$ cat src/sls_pkg.sv
// Shared constants, types and scrambler function for the serial link startup sequencer
package sls_pkg;

  // Clock and calibration timing
  localparam int CLK_PERIOD_NS = 10;
  localparam int CAL_TIME_NS   = 2000;
  localparam int CAL_CYCLES    = (CAL_TIME_NS + CLK_PERIOD_NS - 1) / CLK_PERIOD_NS;
  localparam int CAL_CNT_W     = 16;

  // Register map, byte addresses on the Avalon-MM slave
  localparam int         ADDR_W     = 4;
  localparam logic [3:0] REG_CTRL   = 4'h0;
  localparam logic [3:0] REG_DECIM  = 4'h4;
  localparam logic [3:0] REG_KM1    = 4'h8;
  localparam logic [3:0] REG_STATUS = 4'hc;

  // Control register fields
  localparam int CTRL_LINK_EN = 0;
  localparam int CTRL_SCRAM   = 1;
  localparam int CTRL_CAL     = 2;
  localparam int CTRL_DDR     = 3;

  // Status register fields
  localparam int STAT_STATE_LSB = 0;
  localparam int STAT_CAL_BUSY  = 2;
  localparam int STAT_ALIGNED   = 3;

  // Configuration fields and reset values
  localparam int         DECIM_W      = 6;
  localparam logic [5:0] DECIM_RST    = 6'h04;
  localparam logic [5:0] DECIM_BYPASS = 6'h01;
  localparam int         KM1_W        = 5;
  localparam logic [4:0] KM1_RST      = 5'h1f;

  // Lane word: two octets per clock, one control flag per octet
  localparam int LANE_W = 16;
  localparam int K_W    = 2;
  localparam int RAW_W  = 12;

  // Control characters
  localparam logic [7:0] K_CGS       = 8'hbc;
  localparam logic [7:0] K_ILA_START = 8'h1c;
  localparam logic [7:0] K_ILA_END   = 8'h7c;
  localparam logic [7:0] K_ILA_CFG   = 8'h9c;

  // Sequence lengths
  localparam logic [1:0] ILA_LAST_MF = 2'h3;
  localparam logic [2:0] CGS_LOCK    = 3'h4;
  localparam int         FIFO_DEPTH  = 8;

  // Scrambler 1 + x^14 + x^15
  localparam int          SCR_W    = 15;
  localparam logic [14:0] SCR_SEED = 15'h7fff;

  typedef enum logic [1:0] {
    ST_OFF  = 2'b00,
    ST_CGS  = 2'b01,
    ST_ILA  = 2'b10,
    ST_DATA = 2'b11
  } sls_state_t;

  // Returns {next state, output word}; descr selects the receive direction
  function automatic logic [30:0] sls_scramble(input logic [15:0] din,
                                                input logic [14:0] sin,
                                                input logic        descr);
    logic [15:0] o;
    logic [14:0] s;
    o = 16'h0000;
    s = sin;
    for (int i = 15; i >= 0; i--) begin
      o[i] = din[i] ^ s[14] ^ s[13];
      s    = {s[13:0], (descr ? din[i] : o[i])};
    end
    return {s, o};
  endfunction

endpackage

$ cat src/sls_link_if.sv
// Serial lane, sync request and SYSREF between transmitter and receiver
interface sls_link_if;
  logic [15:0] lane_data;
  logic [1:0]  lane_k;
  logic        sync_n;
  logic        sysref;

  modport dev (output lane_data, output lane_k, input sync_n, input sysref);
  modport rcv (input lane_data, input lane_k, output sync_n, output sysref);
endinterface

$ cat src/sls_device.sv
// Transmit end: register slave, sample FIFO, startup sequencer and lane framer
//
// Our own choices: the Avalon-MM interface to the registers and the register offsets.

// Sample FIFO with registered flags
module sls_fifo #(
  parameter int WIDTH = 16,
  parameter int DEPTH = 8
) (
  // Clock and reset
  input  wire logic             clk,
  input  wire logic             rst,
  // Fill side
  input  wire logic [WIDTH-1:0] in_data,
  input  wire logic             in_valid,
  output logic                  in_ready,
  // Drain side
  output logic      [WIDTH-1:0] out_data,
  output logic                  out_valid,
  input  wire logic             out_ready
);
  localparam int PW = $clog2(DEPTH);

  logic [WIDTH-1:0] mem [DEPTH];
  logic [PW-1:0]    wr_ptr_r;
  logic [PW-1:0]    rd_ptr_r;
  logic [PW:0]      count_r;
  logic [PW:0]      count_nxt;
  logic             push;
  logic             pop;

  // Handshakes move data only when both sides agree
  assign push      = in_valid & in_ready;
  assign pop       = out_valid & out_ready;
  assign count_nxt = count_r + (PW+1)'(push) - (PW+1)'(pop);
  assign out_data  = mem[rd_ptr_r];

  // Storage, no reset needed
  always_ff @(posedge clk) begin
    if (push) begin
      mem[wr_ptr_r] <= in_data;
    end
  end

  // Pointers advanced on handshakes, flags registered from the next count
  always_ff @(posedge clk or posedge rst) begin
    if (rst) begin
      wr_ptr_r  <= '0;
      rd_ptr_r  <= '0;
      count_r   <= '0;
      in_ready  <= 1'b0;
      out_valid <= 1'b0;
    end else begin
      wr_ptr_r  <= push ? PW'((wr_ptr_r + 1'b1) % DEPTH) : wr_ptr_r;
      rd_ptr_r  <= pop ? PW'((rd_ptr_r + 1'b1) % DEPTH) : rd_ptr_r;
      count_r   <= count_nxt;
      in_ready  <= count_nxt != (PW+1)'(DEPTH);
      out_valid <= count_nxt != '0;
    end
  end
endmodule // sls_fifo

module sls_device (
  // Clock and reset
  input  wire logic        CLOCK,
  input  wire logic        RST,
  // Avalon-MM register slave
  input  wire logic [3:0]  AVS_ADDRESS,
  input  wire logic        AVS_READ,
  input  wire logic        AVS_WRITE,
  input  wire logic [31:0] AVS_WRITEDATA,
  output logic      [31:0] AVS_READDATA,
  output logic             AVS_WAITREQUEST,
  // Sample stream in
  input  wire logic [15:0] SAMPLE_DATA,
  input  wire logic        SAMPLE_VALID,
  output logic             SAMPLE_READY,
  // Serial link
  sls_link_if.dev          LINK
);
  sls_pkg::sls_state_t state_r;
  sls_pkg::sls_state_t state_nxt;

  logic                            link_en_r;
  logic                            scram_r;
  logic                            ddr_r;
  logic [sls_pkg::DECIM_W-1:0]     decim_r;
  logic [sls_pkg::KM1_W-1:0]       km1_r;
  logic [sls_pkg::CAL_CNT_W-1:0]   cal_cnt_r;
  logic [sls_pkg::KM1_W-1:0]       lmfc_r;
  logic [1:0]                      ila_mf_r;
  logic                            sysref_d_r;
  logic                            aligned_r;
  logic                            sync_seen_r;
  logic [sls_pkg::SCR_W-1:0]       scr_r;
  logic [sls_pkg::LANE_W-1:0]      lane_data_r;
  logic [sls_pkg::K_W-1:0]         lane_k_r;
  logic [15:0]                     fifo_data;
  logic                            fifo_valid;

  // Bus decode: one wait cycle per access, write lands on the release edge
  logic        wr_en;
  logic        wr_ctrl;
  logic        cfg_ok;
  logic [31:0] rd_mux;
  assign wr_en   = AVS_WRITE & ~AVS_WAITREQUEST;
  assign wr_ctrl = wr_en & (AVS_ADDRESS == sls_pkg::REG_CTRL);
  assign cfg_ok  = ~link_en_r;
  assign rd_mux  =
    (AVS_ADDRESS == sls_pkg::REG_CTRL)   ? 32'({ddr_r, 1'b0, scram_r, link_en_r}) :
    (AVS_ADDRESS == sls_pkg::REG_DECIM)  ? 32'(decim_r) :
    (AVS_ADDRESS == sls_pkg::REG_KM1)    ? 32'(km1_r) :
    (AVS_ADDRESS == sls_pkg::REG_STATUS) ? 32'({aligned_r, (cal_cnt_r != '0), state_r}) :
    32'h0000_0000;

  // LMFC phase and multiframe boundary
  logic sysref_rise;
  logic mf_end;
  assign sysref_rise = LINK.sysref & ~sysref_d_r;
  assign mf_end      = lmfc_r == km1_r;

  // Drain only while sending data, so the FIFO fills during startup
  logic fifo_pop;
  logic bypass;
  assign fifo_pop = state_r == sls_pkg::ST_DATA;
  assign bypass   = decim_r == sls_pkg::DECIM_BYPASS;

  sls_fifo #(
    .WIDTH (16),
    .DEPTH (sls_pkg::FIFO_DEPTH)
  ) u_fifo (
    .clk       (CLOCK),
    .rst       (RST),
    .in_data   (SAMPLE_DATA),
    .in_valid  (SAMPLE_VALID),
    .in_ready  (SAMPLE_READY),
    .out_data  (fifo_data),
    .out_valid (fifo_valid),
    .out_ready (fifo_pop)
  );

  // Startup sequence
  always_comb begin
    state_nxt = state_r;
    unique case (state_r)
      sls_pkg::ST_OFF:  if (link_en_r) state_nxt = sls_pkg::ST_CGS;
      sls_pkg::ST_CGS:  if (sync_seen_r & LINK.sync_n & mf_end) begin
        state_nxt = sls_pkg::ST_ILA;
      end
      sls_pkg::ST_ILA:  if (mf_end & (ila_mf_r == sls_pkg::ILA_LAST_MF)) begin
        state_nxt = sls_pkg::ST_DATA;
      end
      sls_pkg::ST_DATA: state_nxt = sls_pkg::ST_DATA;
    endcase
    if ((state_r != sls_pkg::ST_OFF) & ~LINK.sync_n) state_nxt = sls_pkg::ST_CGS;
    if (~link_en_r) state_nxt = sls_pkg::ST_OFF;
  end

  // Lane word for the current state
  logic [sls_pkg::LANE_W-1:0] lane_nxt;
  logic [sls_pkg::K_W-1:0]    k_nxt;
  logic [30:0]                scr_out;
  logic [15:0]                payload;
  logic [7:0]                 ila_oct;
  assign payload = ~fifo_valid ? 16'h0000 :
                   bypass ? 16'(fifo_data[sls_pkg::RAW_W-1:0]) : fifo_data;
  assign scr_out = sls_pkg::sls_scramble(payload, scr_r, 1'b0);
  assign ila_oct = 8'({ila_mf_r, lmfc_r});

  always_comb begin
    lane_nxt = 16'h0000;
    k_nxt    = 2'h0;
    unique case (state_r)
      sls_pkg::ST_OFF: begin
        lane_nxt = 16'h0000;
      end
      sls_pkg::ST_CGS: begin
        lane_nxt = {sls_pkg::K_CGS, sls_pkg::K_CGS};
        k_nxt    = 2'h3;
      end
      sls_pkg::ST_ILA: begin
        lane_nxt = {ila_oct, ila_oct};
        if (lmfc_r == '0) begin
          lane_nxt[15:8] = sls_pkg::K_ILA_START;
          k_nxt[1]       = 1'b1;
        end
        if ((lmfc_r == '0) & (ila_mf_r == 2'h1)) begin
          lane_nxt[7:0] = sls_pkg::K_ILA_CFG;
          k_nxt[0]      = 1'b1;
        end else if (mf_end) begin
          lane_nxt[7:0] = sls_pkg::K_ILA_END;
          k_nxt[0]      = 1'b1;
        end
      end
      sls_pkg::ST_DATA: begin
        lane_nxt = scram_r ? scr_out[15:0] : payload;
      end
    endcase
  end

  // Register file and bus answer
  always_ff @(posedge CLOCK or posedge RST) begin
    if (RST) begin
      AVS_WAITREQUEST <= 1'b1;
      AVS_READDATA    <= 32'h0000_0000;
      link_en_r       <= 1'b0;
      scram_r         <= 1'b0;
      ddr_r           <= 1'b0;
      decim_r         <= sls_pkg::DECIM_RST;
      km1_r           <= sls_pkg::KM1_RST;
      cal_cnt_r       <= '0;
    end else begin
      AVS_WAITREQUEST <= ~((AVS_READ | AVS_WRITE) & AVS_WAITREQUEST);
      if (AVS_READ & AVS_WAITREQUEST) AVS_READDATA <= rd_mux;
      if (wr_ctrl) link_en_r <= AVS_WRITEDATA[sls_pkg::CTRL_LINK_EN];
      if (wr_ctrl & cfg_ok) begin
        scram_r <= AVS_WRITEDATA[sls_pkg::CTRL_SCRAM];
        ddr_r   <= AVS_WRITEDATA[sls_pkg::CTRL_DDR];
      end
      if (wr_en & cfg_ok & (AVS_ADDRESS == sls_pkg::REG_DECIM)) begin
        decim_r <= AVS_WRITEDATA[sls_pkg::DECIM_W-1:0];
      end
      if (wr_en & cfg_ok & (AVS_ADDRESS == sls_pkg::REG_KM1)) begin
        km1_r <= AVS_WRITEDATA[sls_pkg::KM1_W-1:0];
      end
      // Trigger bit is a pulse; it never reads back as set
      if (wr_ctrl & AVS_WRITEDATA[sls_pkg::CTRL_CAL]) begin
        cal_cnt_r <= sls_pkg::CAL_CNT_W'(sls_pkg::CAL_CYCLES);
      end else if (cal_cnt_r != '0) begin
        cal_cnt_r <= cal_cnt_r - 1'b1;
      end
    end
  end

  // LMFC, sequencer and lane registers
  always_ff @(posedge CLOCK or posedge RST) begin
    if (RST) begin
      state_r     <= sls_pkg::ST_OFF;
      lmfc_r      <= '0;
      ila_mf_r    <= 2'h0;
      sysref_d_r  <= 1'b0;
      aligned_r   <= 1'b0;
      sync_seen_r <= 1'b0;
      scr_r       <= sls_pkg::SCR_SEED;
      lane_data_r <= 16'h0000;
      lane_k_r    <= 2'h0;
    end else begin
      state_r     <= state_nxt;
      sysref_d_r  <= LINK.sysref;
      lmfc_r      <= (sysref_rise | mf_end) ? '0 : lmfc_r + 1'b1;
      // Clear from a disabled link wins over the set
      aligned_r   <= (sysref_rise & link_en_r) | (aligned_r & link_en_r);
      sync_seen_r <= (state_r == sls_pkg::ST_CGS) & (sync_seen_r | ~LINK.sync_n);
      if (state_r != sls_pkg::ST_ILA) ila_mf_r <= 2'h0;
      else if (mf_end) ila_mf_r <= ila_mf_r + 1'b1;
      scr_r       <= (fifo_pop & scram_r) ? scr_out[30:16] : sls_pkg::SCR_SEED;
      lane_data_r <= lane_nxt;
      lane_k_r    <= k_nxt;
    end
  end

  // Link outputs straight from flops
  assign LINK.lane_data = lane_data_r;
  assign LINK.lane_k    = lane_k_r;
endmodule // sls_device

$ cat src/flat_wrapper.sv
// flat-port wrapper written by rule: the top's interface ports become plain ports
module sls_device_flat 
  (CLOCK, RST, AVS_ADDRESS, AVS_READ, AVS_WRITE, AVS_WRITEDATA, AVS_READDATA, AVS_WAITREQUEST, SAMPLE_DATA, SAMPLE_VALID, SAMPLE_READY, LINK_lane_data, LINK_lane_k, LINK_sync_n, LINK_sysref);
  sls_link_if LINK_i ();
  input  wire logic CLOCK;
  input  wire logic RST;
  input  wire logic [3:0] AVS_ADDRESS;
  input  wire logic AVS_READ;
  input  wire logic AVS_WRITE;
  input  wire logic [31:0] AVS_WRITEDATA;
  output logic      [31:0] AVS_READDATA;
  output logic AVS_WAITREQUEST;
  input  wire logic [15:0] SAMPLE_DATA;
  input  wire logic SAMPLE_VALID;
  output logic SAMPLE_READY;
  output wire logic [$bits(LINK_i.lane_data)-1:0] LINK_lane_data;
  output wire logic [$bits(LINK_i.lane_k)-1:0] LINK_lane_k;
  input wire logic [$bits(LINK_i.sync_n)-1:0] LINK_sync_n;
  input wire logic [$bits(LINK_i.sysref)-1:0] LINK_sysref;
  assign LINK_lane_data = LINK_i.lane_data;
  assign LINK_lane_k = LINK_i.lane_k;
  assign LINK_i.sync_n = LINK_sync_n;
  assign LINK_i.sysref = LINK_sysref;
  sls_device u_core (.CLOCK(CLOCK), .RST(RST), .AVS_ADDRESS(AVS_ADDRESS), .AVS_READ(AVS_READ), .AVS_WRITE(AVS_WRITE), .AVS_WRITEDATA(AVS_WRITEDATA), .AVS_READDATA(AVS_READDATA), .AVS_WAITREQUEST(AVS_WAITREQUEST), .SAMPLE_DATA(SAMPLE_DATA), .SAMPLE_VALID(SAMPLE_VALID), .SAMPLE_READY(SAMPLE_READY), .LINK(LINK_i));
endmodule
$ cat config.mk
export PLATFORM = sky130hd
export DESIGN_NAME = sls_device_flat
export DESIGN_NICKNAME = d
export VERILOG_FILES = /design/src/sls_pkg.sv /design/src/sls_link_if.sv /design/src/sls_device.sv /design/src/flat_wrapper.sv
export SDC_FILE = /design/constraint.sdc
export NUM_CORES = 1
export LEC_CHECK = 0
export ABC_CLOCK_PERIOD_IN_PS = 2500
export BUFFER_PORTS_ARGS = -buffer_cell sky130_fd_sc_hd__buf_4
export CORE_ASPECT_RATIO = 1.5
export CORE_UTILIZATION = 53
export DETAILED_ROUTE_END_ITERATION = 6
export PLACE_DENSITY = 0.82
export SLEW_MARGIN = 20
export SYNTH_ARGS = -nofsm -noshare
export SYNTH_HDL_FRONTEND = slang
export SYNTH_HIERARCHICAL = 1
export SYNTH_SLANG_ARGS = --single-unit
$ cat constraint.sdc
create_clock -name CLOCK -period 2.5 [get_ports CLOCK]
set_input_delay 0.25 -clock CLOCK [delete_from_list [all_inputs] [get_ports CLOCK]]
set_output_delay 0.25 -clock CLOCK [all_outputs]
set_load 0.01 [all_outputs]
==> summary.md <==
| Metric | Value |
|---|---|
| Outcome | `finished, final reports clean` |
| First-pass GRT wire length | `32600 um` |
| FILL cells | `around 1400` |
| Path depth of the worst reg2reg path | `7` |
| Synth Area per Inst | `between 10 and 15 um2` |
| End of the critical path | `u_core/LINK.lane_data[0]` |
| CP delay by family, top | `multiplexers` |
| Count of cell types in the netlist | `between 70 and 80` |
| Crit Path Max Fanout | `6` |
| Crit path time final | `2.42 ns` |
| Worst Max-Slew Pin Slew | `0.665 ns` |
| Post-placement cell count | `about 1000` |
| Syn Inst Count | `approximately 730` |
| Worst endpoint data arrival time | `about 2.8 ns` |
| Seq/Total Area, Yosys | `about three fifths` |
| Grt peak-use layer | `met2` |
| Final Hold Viols | `0` |
| Total Power | `13.1 mW` |
| Area of the multi-input gates | `roughly 3800 um2` |
| CTS Buf Count | `22` |
| Pwr Density | `approximately 1100 nW/um2` |
| Sequential share of power | `39.1%` |
| Maximum root-to-sink buffer count | `3` |
| Vias per std cell | `5.54` |
| Number of synthesis warnings | `6` |
| Antenna-violating nets left | `0` |
| Critical path class | `register to register` |
| Number of synthesized flops with an enable pin | `~130` |
| CP max stage delay | `0.54 ns` |
| Final clock skew | `0.0112 ns` |
| Rows | `62` |
| DRT Pass-1 Iters | `4` |
| Crit end category | `register` |
| DPL Wire Length | `around 13000 um` |
| FMAX | `414 MHz` |
| Drt wl/cell | `18.7 um` |
| Synth Register Bits | `between 200 and 250` |
| Via count | `~6100` |
| TritonCTS clock tree | `built` |
| Clk_lat worst skew | `0.50 ns` |
| Synth Flop Type | `edfxtp_1` |
| Synthesized cell area | `a little over 10000 um2` |
| Final Non-Filler Cells | `between 1000 and 1500` |
| Internal | `~8.9 mW` |
| Final period utilization | `96.7%` |
| Setup violators final | `0` |
| Commonest non-fill, non-tap cell in the layout | `edfxtp_1` |
| Final WL | `around 21000 um` |
| Worst R2R End | `u_core/LINK.lane_data[0]` |
| Area after DPL | `about 11000 um2` |
| FFs w/ async S/R, synth | `42.3%` |
| CTS HTree Levels | `1` |
| Fin area | `between 10000 and 15000 um2` |
| DRC Markers | `0` |
| Reg2reg start | `u_core/u_fifo/rd_ptr_r[0]` |
| Leading cell types in the layout, fill and taps excluded | `128 x edfxtp_1, 81 x buf_4, 71 x dfrtp_1` |
| Vias in the first global route | `6406` |
| Data required, critical path | `about 2.9 ns` |
| CP Depth | `7` |
| Clock root buffer | `clkbuf_16` |
| Crit start category | `register` |
| Final Worst Setup Slack | `between 0.08 and 0.09 ns` |
| Sw Pwr | `roughly 4.3 mW` |
| Post-place setup slack | `roughly 0.0053 ns` |
| Total gr overflow | `0` |
| Setup bufs post-CTS | `0` |
| Fraction of layout cells with a size suffix above 1 | `roughly a quarter` |
| Peak VDD IR | `about 0.65 mV` |
| Critical Path Source | `u_core/u_fifo/rd_ptr_r[0]` |
| Met2 Use GR | `approximately 39%` |
| Nets | `about 910` |
| Final GP Congestion | `0.876` |
| Reg area | `6220 um2` |
| Initial antenna violation count | `0` |
| Pleak | `around 4.7 nW` |
| Antenna cells | `0` |
| Pin count of the biggest net entering global routing | `49` |
| CP max stage cell | `mux4_2` |
| Die Wd | `approximately 120 um` |
| Clock-pin slew on the worst setup and hold paths | `0.06 ns` |
| P&R area growth vs syn | `16.9%` |
| Clk pwr share | `25.6%` |
| GR Layer Usage met3 | `~3.3%` |
| Worst path bufs/invs | `0` |
| GRT Overall Usage | `21.3%` |
| Core ar. | `about 19000 um2` |
| DR iter-0 viols | `around 300` |
| Unrepaired setup endpoints after global routing | `yes` |
| Port bufs | `between 50 and 60` |
| Slack of the worst reg-to-reg path | `0.08 ns` |
| Crit path cell chain | `mux4_2 -> mux2_4 -> xnor2_1 -> a211o_1 -> nand4_1 -> o21ai_0 -> or3_1` |
| Hold Path Class | `primary input to register` |
| Max-slew violation count | `0` |
| Combinational group share of total power | `between 30% and 40%` |
| Sw Share | `between 30% and 40%` |
| Met1 Track Usage GR | `between 20% and 30%` |
| Die area | `slightly above 20000 um2` |
| # clock sinks | `~220` |
| Starting density of the core | `a little over half` |
| # IOs | `between 100 and 150` |
| Rel. slew slack | `between 50 and 60%` |
| Die height | `between 150 and 200 um` |
| Max-cap violations | `0` |
final cells by class:
class,instances,area share (%)
multi-input cells,456,31.5
inverters,22,0.693
clock buffers,24,4.79
repair buffers,110,7.52
clock inverters,16,1.39
flip-flops and latches,222,51.5
well taps,256,2.65
state kept, by name (all words and copies together), names as in the netlist, 5 cells and up:
signal,count
u_core/AVS_READDATA,6
u_core/LINK.lane_data,16
u_core/cal_cnt_r,16
u_core/decim_r,6
u_core/km1_r,5
u_core/lmfc_r,5
u_core/scr_r,15
u_core/u_fifo/mem,128
worst reg2reg max path, stage by stage, from the launching register on:
cell,delay [ns]
dfrtp_2,0.46
mux4_2,0.54
mux2_4,0.31
xnor2_1,0.16
a211o_1,0.28
nand4_1,0.11
o21ai_0,0.08
or3_1,0.36
Yosys cell counts (all sizes together), types with 2 or more instances:
library cell  instances  area share [%]
xor2                 24             2.0
buf                  43             3.0
nand2b               16            0.97
mux4                 32             7.9
or2                   5            0.30
a31oi                 8            0.48
a211o                 3            0.25
a211oi                3            0.27
a22o                  2            0.18
inv                  22            0.80
nor2b                10            0.60
nand2                40             1.5
edfxtp              128              37
mux2                 34             3.7
dfstp                22             5.6
xnor2                40             3.4
nor4b                 4            0.63
and2                  6            0.39
or3                   6            0.36
a21boi                2            0.15
a21oi                25             1.2
nor4                  6            0.54
nor2                 41             1.5
nor3                 17            0.82
dfrtp                72              17
o21ai                26             1.3
nor3b                 2            0.14
nand4                 2            0.12
a22oi                 9            0.65
a221oi                2            0.23
nand3                13            0.63
nand3b                2            0.14
o2bb2ai               2            0.17
o211ai                4            0.52
mux2i                 3            0.29
a21bo                 2            0.19
and3                  9            0.54
clkbuf               14            0.56
or4                   2            0.14
ha                   15             1.8
cells by family after synthesis:
| kind of cell | count (synthesis) | synth area share [%] |
|---|---|---|
| AO/OA/AOI/OAI | 96 | 6.37 |
| other | 1 | 0.0362 |
| AND/OR/NAND/NOR | 184 | 9.60 |
| flip-flops | 222 | 60.1 |
| adder cells (fa/ha/maj) | 16 | 2.01 |
| buffers and inverters | 79 | 4.38 |
| multiplexers | 69 | 11.9 |
| XOR/XNOR | 65 | 5.64 |
metrics by stage:
| step | hold WS, ns | util, % | setup TNS (ns) |
|---|---|---|---|
| 5_1_grt | 0.0546 | 63.1 | -0.0273 |
| 4_1_cts | 0.0463 | 63.1 | 0 |
| 2_1_floorplan | 0.115 | - | 0 |
| 6_report | 0.0634 | 63.1 | 0 |
| 3_5_place_dp | 0.309 | 57.8 | 0 |
| 3_3_place_gp | 0.296 | 57.8 | 0 |
per-layer routing:
metal / vias up / routed length, um / part of all wire (%)
met5: - / 0 / 0
met4: 0 / 729 / 3.5
li1: 2855 / - / -
met3: 52 / 871 / 4.2
met1: 3060 / 7550 / 36
met2: 158 / 11500 / 56
power groups by stage:
stage	logic, mW	clock network (mW)	registers [mW]
floorplan	3.36	0	5.09
global placement	4.38	0	5.15
detailed placement	4.51	0	5.18
CTS	4.62	3.44	5.13
global route	5.07	3.55	5.22
finish	4.65	3.36	5.14
worst min-delay path by stage:
stage | from | to | cells past startpoint
after global placement | RST | u_core/u_fifo/count_r[3] | 2
after detailed placement | RST | u_core/u_fifo/count_r[3] | 2
after floorplan | RST | u_core/u_fifo/count_r[0] | 1
after global routing | AVS_ADDRESS[3] | u_core/AVS_READDATA[2] | 3
final | AVS_ADDRESS[3] | u_core/AVS_READDATA[2] | 3
after CTS | AVS_ADDRESS[3] | u_core/AVS_READDATA[2] | 3
what timing repair did:
action	in CTS	in global routing
gates resized for setup	1	8
setup endpoints to repair	2	5
hold buffers	27	0
hold endpoints to repair	181	0
No activity file was read; power rests on OpenSTA's default activity.
